`src/rtl/adc_seq_pkg.sv`:
```
// constants shared by the sampling-control design files
// assumes a 40 MHz system clock and a 32-bit AHB-Lite register bus
package adc_seq_pkg;
  // system clock period
  localparam int CLK_PERIOD_NS = 25;
  // delay from convert-start fall to busy, longest times
  localparam int T_START_TO_BUSY_BYP_NS = 30;
  localparam int T_START_TO_BUSY_AMP_NS = 100;
  // conversion time, longest times
  localparam int T_CONVERSION_BYP_NS = 660;
  localparam int T_CONVERSION_AMP_NS = 1550;
  // longest times round down, but never below one cycle
  localparam int BUSY_BYP_CYC = (T_START_TO_BUSY_BYP_NS / CLK_PERIOD_NS) < 1 ? 1 :
    (T_START_TO_BUSY_BYP_NS / CLK_PERIOD_NS);
  localparam int BUSY_AMP_CYC = (T_START_TO_BUSY_AMP_NS / CLK_PERIOD_NS) < 1 ? 1 :
    (T_START_TO_BUSY_AMP_NS / CLK_PERIOD_NS);
  localparam int CONV_BYP_CYC = (T_CONVERSION_BYP_NS / CLK_PERIOD_NS) < 1 ? 1 :
    (T_CONVERSION_BYP_NS / CLK_PERIOD_NS);
  localparam int CONV_AMP_CYC = (T_CONVERSION_AMP_NS / CLK_PERIOD_NS) < 1 ? 1 :
    (T_CONVERSION_AMP_NS / CLK_PERIOD_NS);
  localparam int CNT_W = 7;

  // result word and tag layout
  localparam int CODE_W = 14;
  localparam int RAW_W = 16;
  localparam int SEL_W = 3;
  localparam int WORD_W = CODE_W + 2 * SEL_W;
  localparam logic signed [RAW_W-1:0] CODE_MAX = 16'sh1fff;
  localparam logic signed [RAW_W-1:0] CODE_MIN = -16'sh2000;
  localparam logic [SEL_W-1:0] LAST_PAIR = 3'h7;

  // register byte offsets
  localparam logic [7:0] OFS_CONFIG = 8'h00;
  localparam logic [7:0] OFS_STATUS = 8'h04;
  localparam logic [7:0] OFS_RESULT = 8'h08;
  localparam logic [7:0] OFS_COUNT = 8'h0c;
  localparam logic [31:0] CONFIG_RESET = 32'h0000_0000;
  localparam int CFG_SOFT_OFF_BIT = 0;

  // conversion sequencing, one-hot
  typedef enum logic [2:0] {
    ST_IDLE = 3'b001,
    ST_LAUNCH = 3'b010,
    ST_CONVERT = 3'b100
  } conv_state_e;

  // amplifier gain for a select code, ascending
  function automatic logic [4:0] gain_of(input logic [SEL_W-1:0] code);
    logic [4:0] g;
    g = 5'h01;
    case (code)
      3'h0: g = 5'h01;
      3'h1: g = 5'h02;
      3'h2: g = 5'h03;
      3'h3: g = 5'h04;
      3'h4: g = 5'h06;
      3'h5: g = 5'h08;
      3'h6: g = 5'h0c;
      default: g = 5'h10;
    endcase
    return g;
  endfunction : gain_of

  // saturate a raw core result to the output code range
  function automatic logic [CODE_W-1:0] clamp_code(input logic signed [RAW_W-1:0] raw);
    logic signed [RAW_W-1:0] v;
    v = raw;
    if (raw > CODE_MAX)
    begin
      v = CODE_MAX;
    end
    else if (raw < CODE_MIN)
    begin
      v = CODE_MIN;
    end
    return v[CODE_W-1:0];
  endfunction : clamp_code
endpackage : adc_seq_pkg

```
`src/rtl/shift_if.sv`:
```
// handshake between the sequencing core and the serial shifter
// assumes both ends run on the same system clock
`timescale 1ns/1ps
interface shift_if;
  import adc_seq_pkg::*;
  logic load;
  logic [WORD_W-1:0] word;
  logic shift;
  logic clear;
  logic ser_out;
  modport ctrl (output load, output word, output shift, output clear, input ser_out);
  modport shifter (input load, input word, input shift, input clear, output ser_out);
endinterface : shift_if

```
`src/rtl/result_shifter.sv`:
```
// serial shifter for the result word and its tag bits
// assumes strobes are single-cycle and synchronous to CLOCK
`timescale 1ns/1ps
module result_shifter
  import adc_seq_pkg::*;
(
  input wire logic clock,
  input wire logic reset,
  shift_if.shifter sh
);
  logic [WORD_W-1:0] shreg_r;

  // code msb first, then channel then gain tags, msb first
  always_ff @(posedge clock)
  begin
    if (reset || sh.clear)
    begin
      shreg_r <= '0;
    end
    else if (sh.load)
    begin
      shreg_r <= sh.word;
    end
    else if (sh.shift)
    begin
      shreg_r <= {shreg_r[WORD_W-2:0], 1'b0};
    end
  end

  // top bit is always what stands on the pin
  assign sh.ser_out = shreg_r[WORD_W-1];
endmodule : result_shifter

```
`src/rtl/adc_seq_ctrl.sv`:
```
// sampling-control logic of an eight-input serial converter
// assumes host pins are asynchronous; RAW_CODE comes from the core on CLOCK
// Functional notes
// - low-power acquisition lasts whole start-high time
// - bypassed, busy rises 30ns after start fall; code raises it 100-125ns after the pin falls
// - bypassed, conversion ends within 660ns
// - amplified, conversion 1550ns, busy within 100ns; code raises busy 175-200ns after the pin falls
// - six extra clocks shift out tag bits
// - tags: channel msb first, then gain
// - channel and gain latched on start rise
// - normal mode applies selections one sample later
// - low-power mode applies selections same sample
// - one shared amplifier, bypass or eight gains
// - output codes saturate to fourteen-bit range
// - scan cycles pairs 0..7 on start rise
// - normal scan: first sample init, second discarded
// - channel selects ignored while scanning
// - gain selects stay live during scan
// - scan tags report sequencer pair
// - one more sequenced pair after scan ends
// - low-power first sample after wake valid
// - start fall samples and starts conversion
// - busy high throughout conversion
// - busy fall shows bit 13, clocks shift
`timescale 1ns/1ps
module adc_seq_ctrl
  import adc_seq_pkg::*;
(
  input wire logic CLOCK,
  input wire logic RESET,
  input wire logic CONV_START,
  input wire logic SERIAL_CLK,
  input wire logic [SEL_W-1:0] CHAN_SEL,
  input wire logic [SEL_W-1:0] GAIN_SEL,
  input wire logic LOW_POWER_SEL,
  input wire logic GAIN_AMP_BYPASS,
  input wire logic SCAN,
  input wire logic POWER_DOWN_N,
  input wire logic [RAW_W-1:0] RAW_CODE,
  output logic SERIAL_RESULT_OUT,
  output logic SERIAL_RESULT_OE,
  output logic BUSY,
  output logic TRACK,
  output logic [SEL_W-1:0] MUX_CHAN,
  output logic [4:0] AMP_GAIN,
  output logic AMP_BYPASS,
  input wire logic HSEL,
  input wire logic [31:0] HADDR,
  input wire logic [1:0] HTRANS,
  input wire logic HWRITE,
  input wire logic [2:0] HSIZE,
  input wire logic [31:0] HWDATA,
  input wire logic HREADY,
  output logic [31:0] HRDATA,
  output logic HREADYOUT,
  output logic HRESP
);
  localparam int NSYNC = 2 + 2 * SEL_W + 4;

  // two-stage synchronisers, plus a third stage for edges
  logic [NSYNC-1:0] s1_r;
  logic [NSYNC-1:0] s2_r;
  logic cs_d_r;
  logic sclk_d_r;
  always_ff @(posedge CLOCK)
  begin
    if (RESET)
    begin
      s1_r <= '0;
      s2_r <= '0;
      cs_d_r <= 1'b0;
      sclk_d_r <= 1'b0;
    end
    else
    begin
      s1_r <= {CONV_START, SERIAL_CLK, CHAN_SEL, GAIN_SEL, LOW_POWER_SEL,
               GAIN_AMP_BYPASS, SCAN, POWER_DOWN_N};
      s2_r <= s1_r;
      cs_d_r <= s2_r[NSYNC-1];
      sclk_d_r <= s2_r[NSYNC-2];
    end
  end

  logic cs_s, sclk_s, lp_s, byp_s, scan_s, pdn_s;
  logic [SEL_W-1:0] chan_s, gain_s;
  assign {cs_s, sclk_s, chan_s, gain_s, lp_s, byp_s, scan_s, pdn_s} = s2_r;
  logic cs_rise, cs_fall, sclk_rise;
  assign cs_rise = cs_s && !cs_d_r;
  assign cs_fall = !cs_s && cs_d_r;
  assign sclk_rise = sclk_s && !sclk_d_r;

  logic soft_off_r;
  logic powered;
  assign powered = pdn_s && !soft_off_r;

  // selection capture and scan sequencer, all on start rise
  logic [SEL_W-1:0] chan_cap_r, gain_cap_r, chan_prev_r, gain_prev_r;
  logic [SEL_W-1:0] seq_pos_r;
  logic scan_run_r, seq_use_r, discard_r, scan_init_r;
  always_ff @(posedge CLOCK)
  begin
    if (RESET || !powered)
    begin
      chan_cap_r <= '0;
      gain_cap_r <= '0;
      chan_prev_r <= '0;
      gain_prev_r <= '0;
      seq_pos_r <= LAST_PAIR;
      scan_run_r <= 1'b0;
      seq_use_r <= 1'b0;
      discard_r <= 1'b0;
      scan_init_r <= 1'b0;
    end
    else if (cs_rise)
    begin
      chan_cap_r <= chan_s;
      gain_cap_r <= gain_s;
      chan_prev_r <= chan_cap_r;
      gain_prev_r <= gain_cap_r;
      discard_r <= scan_init_r && !lp_s;
      scan_init_r <= 1'b0;
      if (scan_s && !scan_run_r)
      begin
        // first scan edge only primes the sequencer
        scan_run_r <= 1'b1;
        scan_init_r <= 1'b1;
        seq_pos_r <= LAST_PAIR;
        seq_use_r <= 1'b0;
        discard_r <= 1'b1;
      end
      else if (scan_run_r)
      begin
        seq_pos_r <= seq_pos_r + 3'h1;
        seq_use_r <= 1'b1;
        scan_run_r <= scan_s;
      end
      else
      begin
        seq_use_r <= 1'b0;
      end
    end
  end

  // selections that the next conversion would use
  logic [SEL_W-1:0] chan_pend, gain_pend;
  always_comb
  begin
    gain_pend = lp_s ? gain_cap_r : gain_prev_r;
    if (seq_use_r)
    begin
      chan_pend = seq_pos_r;
    end
    else
    begin
      chan_pend = lp_s ? chan_cap_r : chan_prev_r;
    end
  end

  // conversion sequencing
  conv_state_e state_r;
  logic [CNT_W-1:0] cnt_r;
  logic [SEL_W-1:0] chan_app_r, gain_app_r;
  logic byp_app_r;
  logic first_pend_r, sample_ok_r;
  logic [CODE_W-1:0] result_r;
  logic [15:0] count_r;
  always_ff @(posedge CLOCK)
  begin
    if (RESET || !powered)
    begin
      state_r <= ST_IDLE;
      cnt_r <= '0;
      chan_app_r <= '0;
      gain_app_r <= '0;
      byp_app_r <= 1'b1;
      first_pend_r <= 1'b1;
      sample_ok_r <= 1'b0;
      result_r <= '0;
      count_r <= '0;
    end
    else
    begin
      case (state_r)
        ST_IDLE:
        begin
          if (cs_fall)
          begin
            state_r <= ST_LAUNCH;
            chan_app_r <= chan_pend;
            gain_app_r <= gain_pend;
            byp_app_r <= byp_s;
            // normal mode wakes on the first pulse, so that sample is bad
            sample_ok_r <= (lp_s || !first_pend_r) && !discard_r;
            first_pend_r <= 1'b0;
            cnt_r <= byp_s ? CNT_W'(BUSY_BYP_CYC - 1) : CNT_W'(BUSY_AMP_CYC - 1);
          end
        end
        ST_LAUNCH:
        begin
          if (cnt_r == '0)
          begin
            state_r <= ST_CONVERT;
            cnt_r <= byp_app_r ? CNT_W'(CONV_BYP_CYC - 1) : CNT_W'(CONV_AMP_CYC - 1);
          end
          else
          begin
            cnt_r <= cnt_r - CNT_W'(1);
          end
        end
        ST_CONVERT:
        begin
          if (cnt_r == '0)
          begin
            state_r <= ST_IDLE;
            result_r <= clamp_code(RAW_CODE);
            count_r <= count_r + 16'h0001;
          end
          else
          begin
            cnt_r <= cnt_r - CNT_W'(1);
          end
        end
        default:
        begin
          state_r <= ST_IDLE;
        end
      endcase
    end
  end

  logic conv_done;
  assign conv_done = (state_r == ST_CONVERT) && (cnt_r == '0);

  // busy and tracking outputs from flops
  always_ff @(posedge CLOCK)
  begin
    if (RESET)
    begin
      BUSY <= 1'b0;
      TRACK <= 1'b0;
      SERIAL_RESULT_OE <= 1'b0;
    end
    else
    begin
      BUSY <= (state_r == ST_CONVERT) && !conv_done && powered;
      // low-power acquisition spans the whole start-high level
      TRACK <= powered && (lp_s ? cs_s : (state_r == ST_IDLE));
      SERIAL_RESULT_OE <= powered && !cs_s;
    end
  end

  // applied selections seen by the analog path
  assign MUX_CHAN = chan_app_r;
  assign AMP_GAIN = gain_of(gain_app_r);
  assign AMP_BYPASS = byp_app_r;

  shift_if sh ();
  assign sh.clear = cs_fall || !powered;
  assign sh.load = conv_done;
  assign sh.word = {clamp_code(RAW_CODE), chan_app_r, gain_app_r};
  assign sh.shift = sclk_rise && (state_r == ST_IDLE) && !cs_s;
  assign SERIAL_RESULT_OUT = sh.ser_out;

  result_shifter u_shifter (
    .clock(CLOCK),
    .reset(RESET),
    .sh(sh)
  );

  // ahb-lite slave, zero wait states, always okay
  logic wr_pend_r;
  logic [7:0] wr_addr_r;
  logic [31:0] rdata_r;
  logic take;
  assign take = HSEL && HTRANS[1] && HREADY;
  assign HREADYOUT = 1'b1;
  assign HRESP = 1'b0;
  assign HRDATA = rdata_r;

  // read word for an address, unmapped reads as zero
  function automatic logic [31:0] read_word(input logic [7:0] a);
    logic [31:0] w;
    w = 32'h0000_0000;
    if (a == OFS_CONFIG)
    begin
      w = {31'h0, soft_off_r};
    end
    else if (a == OFS_STATUS)
    begin
      w = {18'h0, scan_run_r, seq_pos_r, sample_ok_r, byp_app_r, gain_app_r,
           chan_app_r, lp_s, BUSY};
    end
    else if (a == OFS_RESULT)
    begin
      w = {18'h0, result_r};
    end
    else if (a == OFS_COUNT)
    begin
      w = {16'h0, count_r};
    end
    return w;
  endfunction : read_word

  // address phase registered, read data prepared for the data phase
  always_ff @(posedge CLOCK)
  begin
    if (RESET)
    begin
      wr_pend_r <= 1'b0;
      wr_addr_r <= '0;
      rdata_r <= '0;
    end
    else
    begin
      wr_pend_r <= take && HWRITE;
      wr_addr_r <= HADDR[7:0];
      rdata_r <= (take && !HWRITE) ? read_word(HADDR[7:0]) : 32'h0000_0000;
    end
  end

  // config register: software power-down halts conversions
  always_ff @(posedge CLOCK)
  begin
    if (RESET)
    begin
      soft_off_r <= CONFIG_RESET[CFG_SOFT_OFF_BIT];
    end
    else if (wr_pend_r && wr_addr_r == OFS_CONFIG)
    begin
      soft_off_r <= HWDATA[CFG_SOFT_OFF_BIT];
    end
  end
endmodule : adc_seq_ctrl

```
`config.mk`:
```
export PLATFORM = sky130hd
export DESIGN_NAME = adc_seq_ctrl
export DESIGN_NICKNAME = d
export VERILOG_FILES = /design/src/rtl/adc_seq_pkg.sv /design/src/rtl/shift_if.sv /design/src/rtl/result_shifter.sv /design/src/rtl/adc_seq_ctrl.sv
export SDC_FILE = /design/constraint.sdc
export NUM_CORES = 1
export LEC_CHECK = 0
export BUFFER_PORTS_ARGS = -buffer_cell sky130_fd_sc_hd__buf_2
export CORE_AREA = 2 2 90 135
export DETAILED_ROUTE_END_ITERATION = 6
export DIE_AREA = 0 0 92 137
export PLACE_DENSITY = 0.8
export SYNTH_ARGS = -nofsm -noshare
export SYNTH_HDL_FRONTEND = slang
export SYNTH_SLANG_ARGS = --single-unit
export TNS_END_PERCENT = 5
```
`constraint.sdc`:
```
create_clock -name CLOCK -period 5.5 [get_ports CLOCK]
set_clock_uncertainty 0.1 [all_clocks]
set_input_delay 0.275 -clock CLOCK [delete_from_list [all_inputs] [get_ports CLOCK]]
set_output_delay 0.275 -clock CLOCK [all_outputs]
set_load 0.1 [all_outputs]
```
==> results <==
- The number of buffers inserted during clock tree synthesis is 17.
- After synthesis, the cell types taking the most area are dfxtp_1, nor2_1, a21oi_1.
- The initial antenna violation count came to 0.
- The synthesized netlist cell count is roughly 700.
- The worst setup path is launched from a flop.
- The finished cells cover 7190 um2.
- Setup repair after global routing left no endpoint under its margin.
- The insertion delay of the later-clocked pin in the worst-skew pair is roughly 0.4 ns.
- The cell area power density is approximately 340 nW/um2.
- The async set-or-reset flop fraction in the synthesized netlist is 0%.
- The total track usage is ~22%.
- The end of the critical path is count_r[15].
- Routability-driven placement finished with a final weighted congestion of about 0.83.
- The H-tree depth is 4.
- For this run, global-route usage on met3 was measured as under 10%.
- After detailed routing, the total wire length is between 10 and 15 mm.
- The critical path in this run is classified as reg -> reg.
- The largest fanout on the critical path is between 40 and 50.
- The count of max-cap constraint violations is 0.
- Clock tree synthesis selected as its root buffer the cell clkbuf_16.
- The clock transition time at the flip-flop clock pins of the worst setup and hold paths is around 0.05 ns.
- The endpoint of the worst register-to-register path is count_r[15].
- The number of remaining DRC errors is 0.
- Counting I/O delays and the setup requirement, the final critical path takes between 3 and 4 ns.
- The die covers 12600 um2.
- The final-report max-slew violation count is 0.
- For this run, the leading register cell type out of synthesis is dfxtp_1.
- Relative to the synthesized area, the layout overhead comes to 17.6%.
- Headroom to the max-slew limit came out at between 20% and 30%.
- In this run the critical register-to-register path is launched from cnt_r[0].
- The first detailed-routing pass took 5 iterations.
- The synthesized netlist occupies a cell area of slightly above 6000 um2.
- The ratio of cells with drive above 1 in the final layout is about a fifth.
- The area of the core region is between 10000 and 15000 um2.
- Dividing the detail-routed via count by the number of cells gives approximately 5.4.
- The worst reg-to-reg setup slack is ~2.2 ns.
- The critical path data required time is roughly 5.6 ns.
- The effective utilization at floorplan is between 50% and 60%.
- The depth of the worst register-to-register path is 7.
- The flow ran to the end, and the final reports show no timing, DRC or antenna violations.
- The port buffer count is 71.
- The die is 92 um wide.
- Global routing used between 40% and 50% of the available met2 tracks.
- The initial DRC count is slightly below 200.
- The worst min-delay path class is in -> reg.
- The detail route stage leaves a number of antenna-violating nets equal to 0.
- The commonest cells after synthesis are dfxtp_1, nor2_1, nand2_1, a21oi_1.
- The post-synthesis average cell area is roughly 8.8 um2.
- Summing all placed instances gives a cell area of about 6300 um2.
- Hold timing on the final database bottoms out at a slack of about 0.014 ns.
- For this run the aggregate overflow at the end of global routing stands at 0.
- The via count of the first global-routing pass was 4695.
- In this run the count of I/O pins placed on the die edge is 149.
- Adding up every negative setup slack in the final design gives 0 ns.
- Summing the sequential cell areas from Yosys gives a little under half of the chip area.
- The count of standard-cell rows is 48.
- The top cell type by area accounts for a little under half of the synthesized area.
- Synthesis inferred ~140 register bits.
- The count of placed standard cells including taps is 868.
- The synthesized design spends more area on one cell type than any other, namely dfxtp_1.
- The final core utilization is ~63%.
- Detailed placement finished with a half-perimeter wire length of 9.54 mm.
- Tracing the worst setup path back leads to its startpoint at cnt_r[0].
- Among all cell types in the netlist, the one instantiated most often is dfxtp_1.
- For this run, global-route usage on met1 was measured as between 20 and 25%.
- Yosys printed 0 warnings.
- The synthesized netlist contains 52 unique library cells.
- The height of the die is approximately 140 um.
- The number of clock sinks is between 100 and 150.
- The wire length of the first global-routing pass is between 20 and 25 mm.
- The count of flip-flops with a built-in enable after synthesis is 0.
- The static leakage is about 2.7 nW.
- The largest net degree at the start of global routing is between 60 and 70.
- The worst setup path is captured at a flop.
- No sink is reached through more buffers than the 2 on the longest clock path.
- The CTS tree is yes.
- After detailed routing, the average wire length per cell comes to approximately 15 um.
- The global routing stage identified its most utilized layer as met2.
- The data arrival at the endpoint of the critical path is ~3.5 ns.
- The final clock period utilization by the worst path is between 60% and 70%.
- The largest voltage drop on the vdd net is approximately 0.21 mV.
- Setup violations remaining at the end of the flow were counted as 0.
- The highest achievable clock rate is about 300 MHz.
- The transition time of the tightest slew-check pin is approximately 1.2 ns.
- The count of cells in the finished layout, fillers not included, comes to between 900 and 1000.
- The final number of hold-violating endpoints came to 0.
- 0 antenna diodes ended up in the layout.
- In the final design database the tool counted about 860 nets.
- The via total after detailed routing is approximately 5000.
## report_power, final
part | switching, mW | internal [mW] | total, mW
sequential | 0.00544 | 1.05 | 1.05
clock | 0.410 | 0.828 | 1.24
combinational | 0.106 | 0.0446 | 0.151
total | 0.522 | 1.92 | 2.44
## how the worst min path moves through the flow
| stage | startpoint | end | cells after the start |
|---|---|---|---|
| after floorplan | HWRITE | wr_pend_r | 2 |
| after global placement | s1_r[4] | s2_r[4] | 1 |
| after detailed placement | s1_r[3] | s2_r[3] | 1 |
| after CTS | HWDATA[0] | soft_off_r | 3 |
| after global routing | HWDATA[0] | soft_off_r | 3 |
| final | HWDATA[0] | soft_off_r | 3 |
## registers in the layout, indices dropped and copies added, names as in the netlist, 7 cells and up
name and count:
HRDATA 16, cnt_r 7, count_r 16, result_r 14, s1_r 12, s2_r 12
u_shifter.shreg_r 20, wr_addr_r 8
## repair_timing
item                       in CTS  in global routing
hold buffers                   19                  0
setup endpoints to repair       0                  0
hold endpoints to repair       19                  0
gates resized for setup         0                  0
setup buffers                   0                  0
## cells in the final DEF, fill, tap and decap left out, types with 9 or more instances in the layout
cell type / synthesis / layout
mux2_2: 25 / 25
nor3_1: 16 / 16
a211oi_1: 23 / 23
dlygate4sd3_1: 0 / 19
a22oi_1: 11 / 11
buf_2: 0 / 71
clkbuf_16: 0 / 17
o21ba_2: 13 / 13
dfxtp_1: 143 / 143
a21oi_1: 64 / 64
nor2_1: 87 / 87
xnor2_1: 12 / 12
nand3_1: 10 / 9
conb_1: 2 / 18
mux2i_1: 14 / 14
o21ai_0: 13 / 13
nand2_1: 84 / 83
nor2b_1: 37 / 37
## layout make-up
class | instances | area (um2)
tap | 150 | 188
timing repair buffer | 92 | 561
clock buffer | 22 | 464
fill | 928 | 4220
multi-input combinational | 494 | 2900
sequential | 143 | 2860
clock inverter | 10 | 184
inverter | 8 | 30.0
## metal layers
layer	wire length [um]	share of wire, %	vias to the layer above
met5	0	0	-
li1	-	-	2457
met1	5350	39	2325
met2	7420	54	155
met4	403	2.9	0
met3	620	4.5	26
## cells by family (layout without fill, tap and decap cells)
logic type / after synthesis / count (layout) / share of synthesized area (%)
mux: 40 / 40 / 7.14
flops: 143 / 143 / 46.8
other cells: 2 / 18 / 0.123
xor+xnor: 15 / 15 / 2.15
compound gates: 141 / 141 / 14.9
simple gates: 277 / 277 / 21.4
fa+ha+maj: 3 / 3 / 0.614
buf+inv: 76 / 132 / 6.84
## through the flow
step                      setup slack [ns]  power (mW)
after global routing                  1.93        2.51
after floorplan                       2.97        1.20
after detailed placement              2.32        1.22
after CTS                             2.23        2.46
after global placement                2.44        1.21
final                                 2.19        2.44
## worst max-delay path: stages, from the launching register on
cell and delay [ns]:
dfxtp_1 0.35, inv_1 0.10, ha_1 0.21, nor3b_1 0.60, nand3_2 0.84, nor4b_1 0.70
xnor2_1 0.18, nor2_1 0.05
No activity file was read; power rests on OpenSTA's default activity.
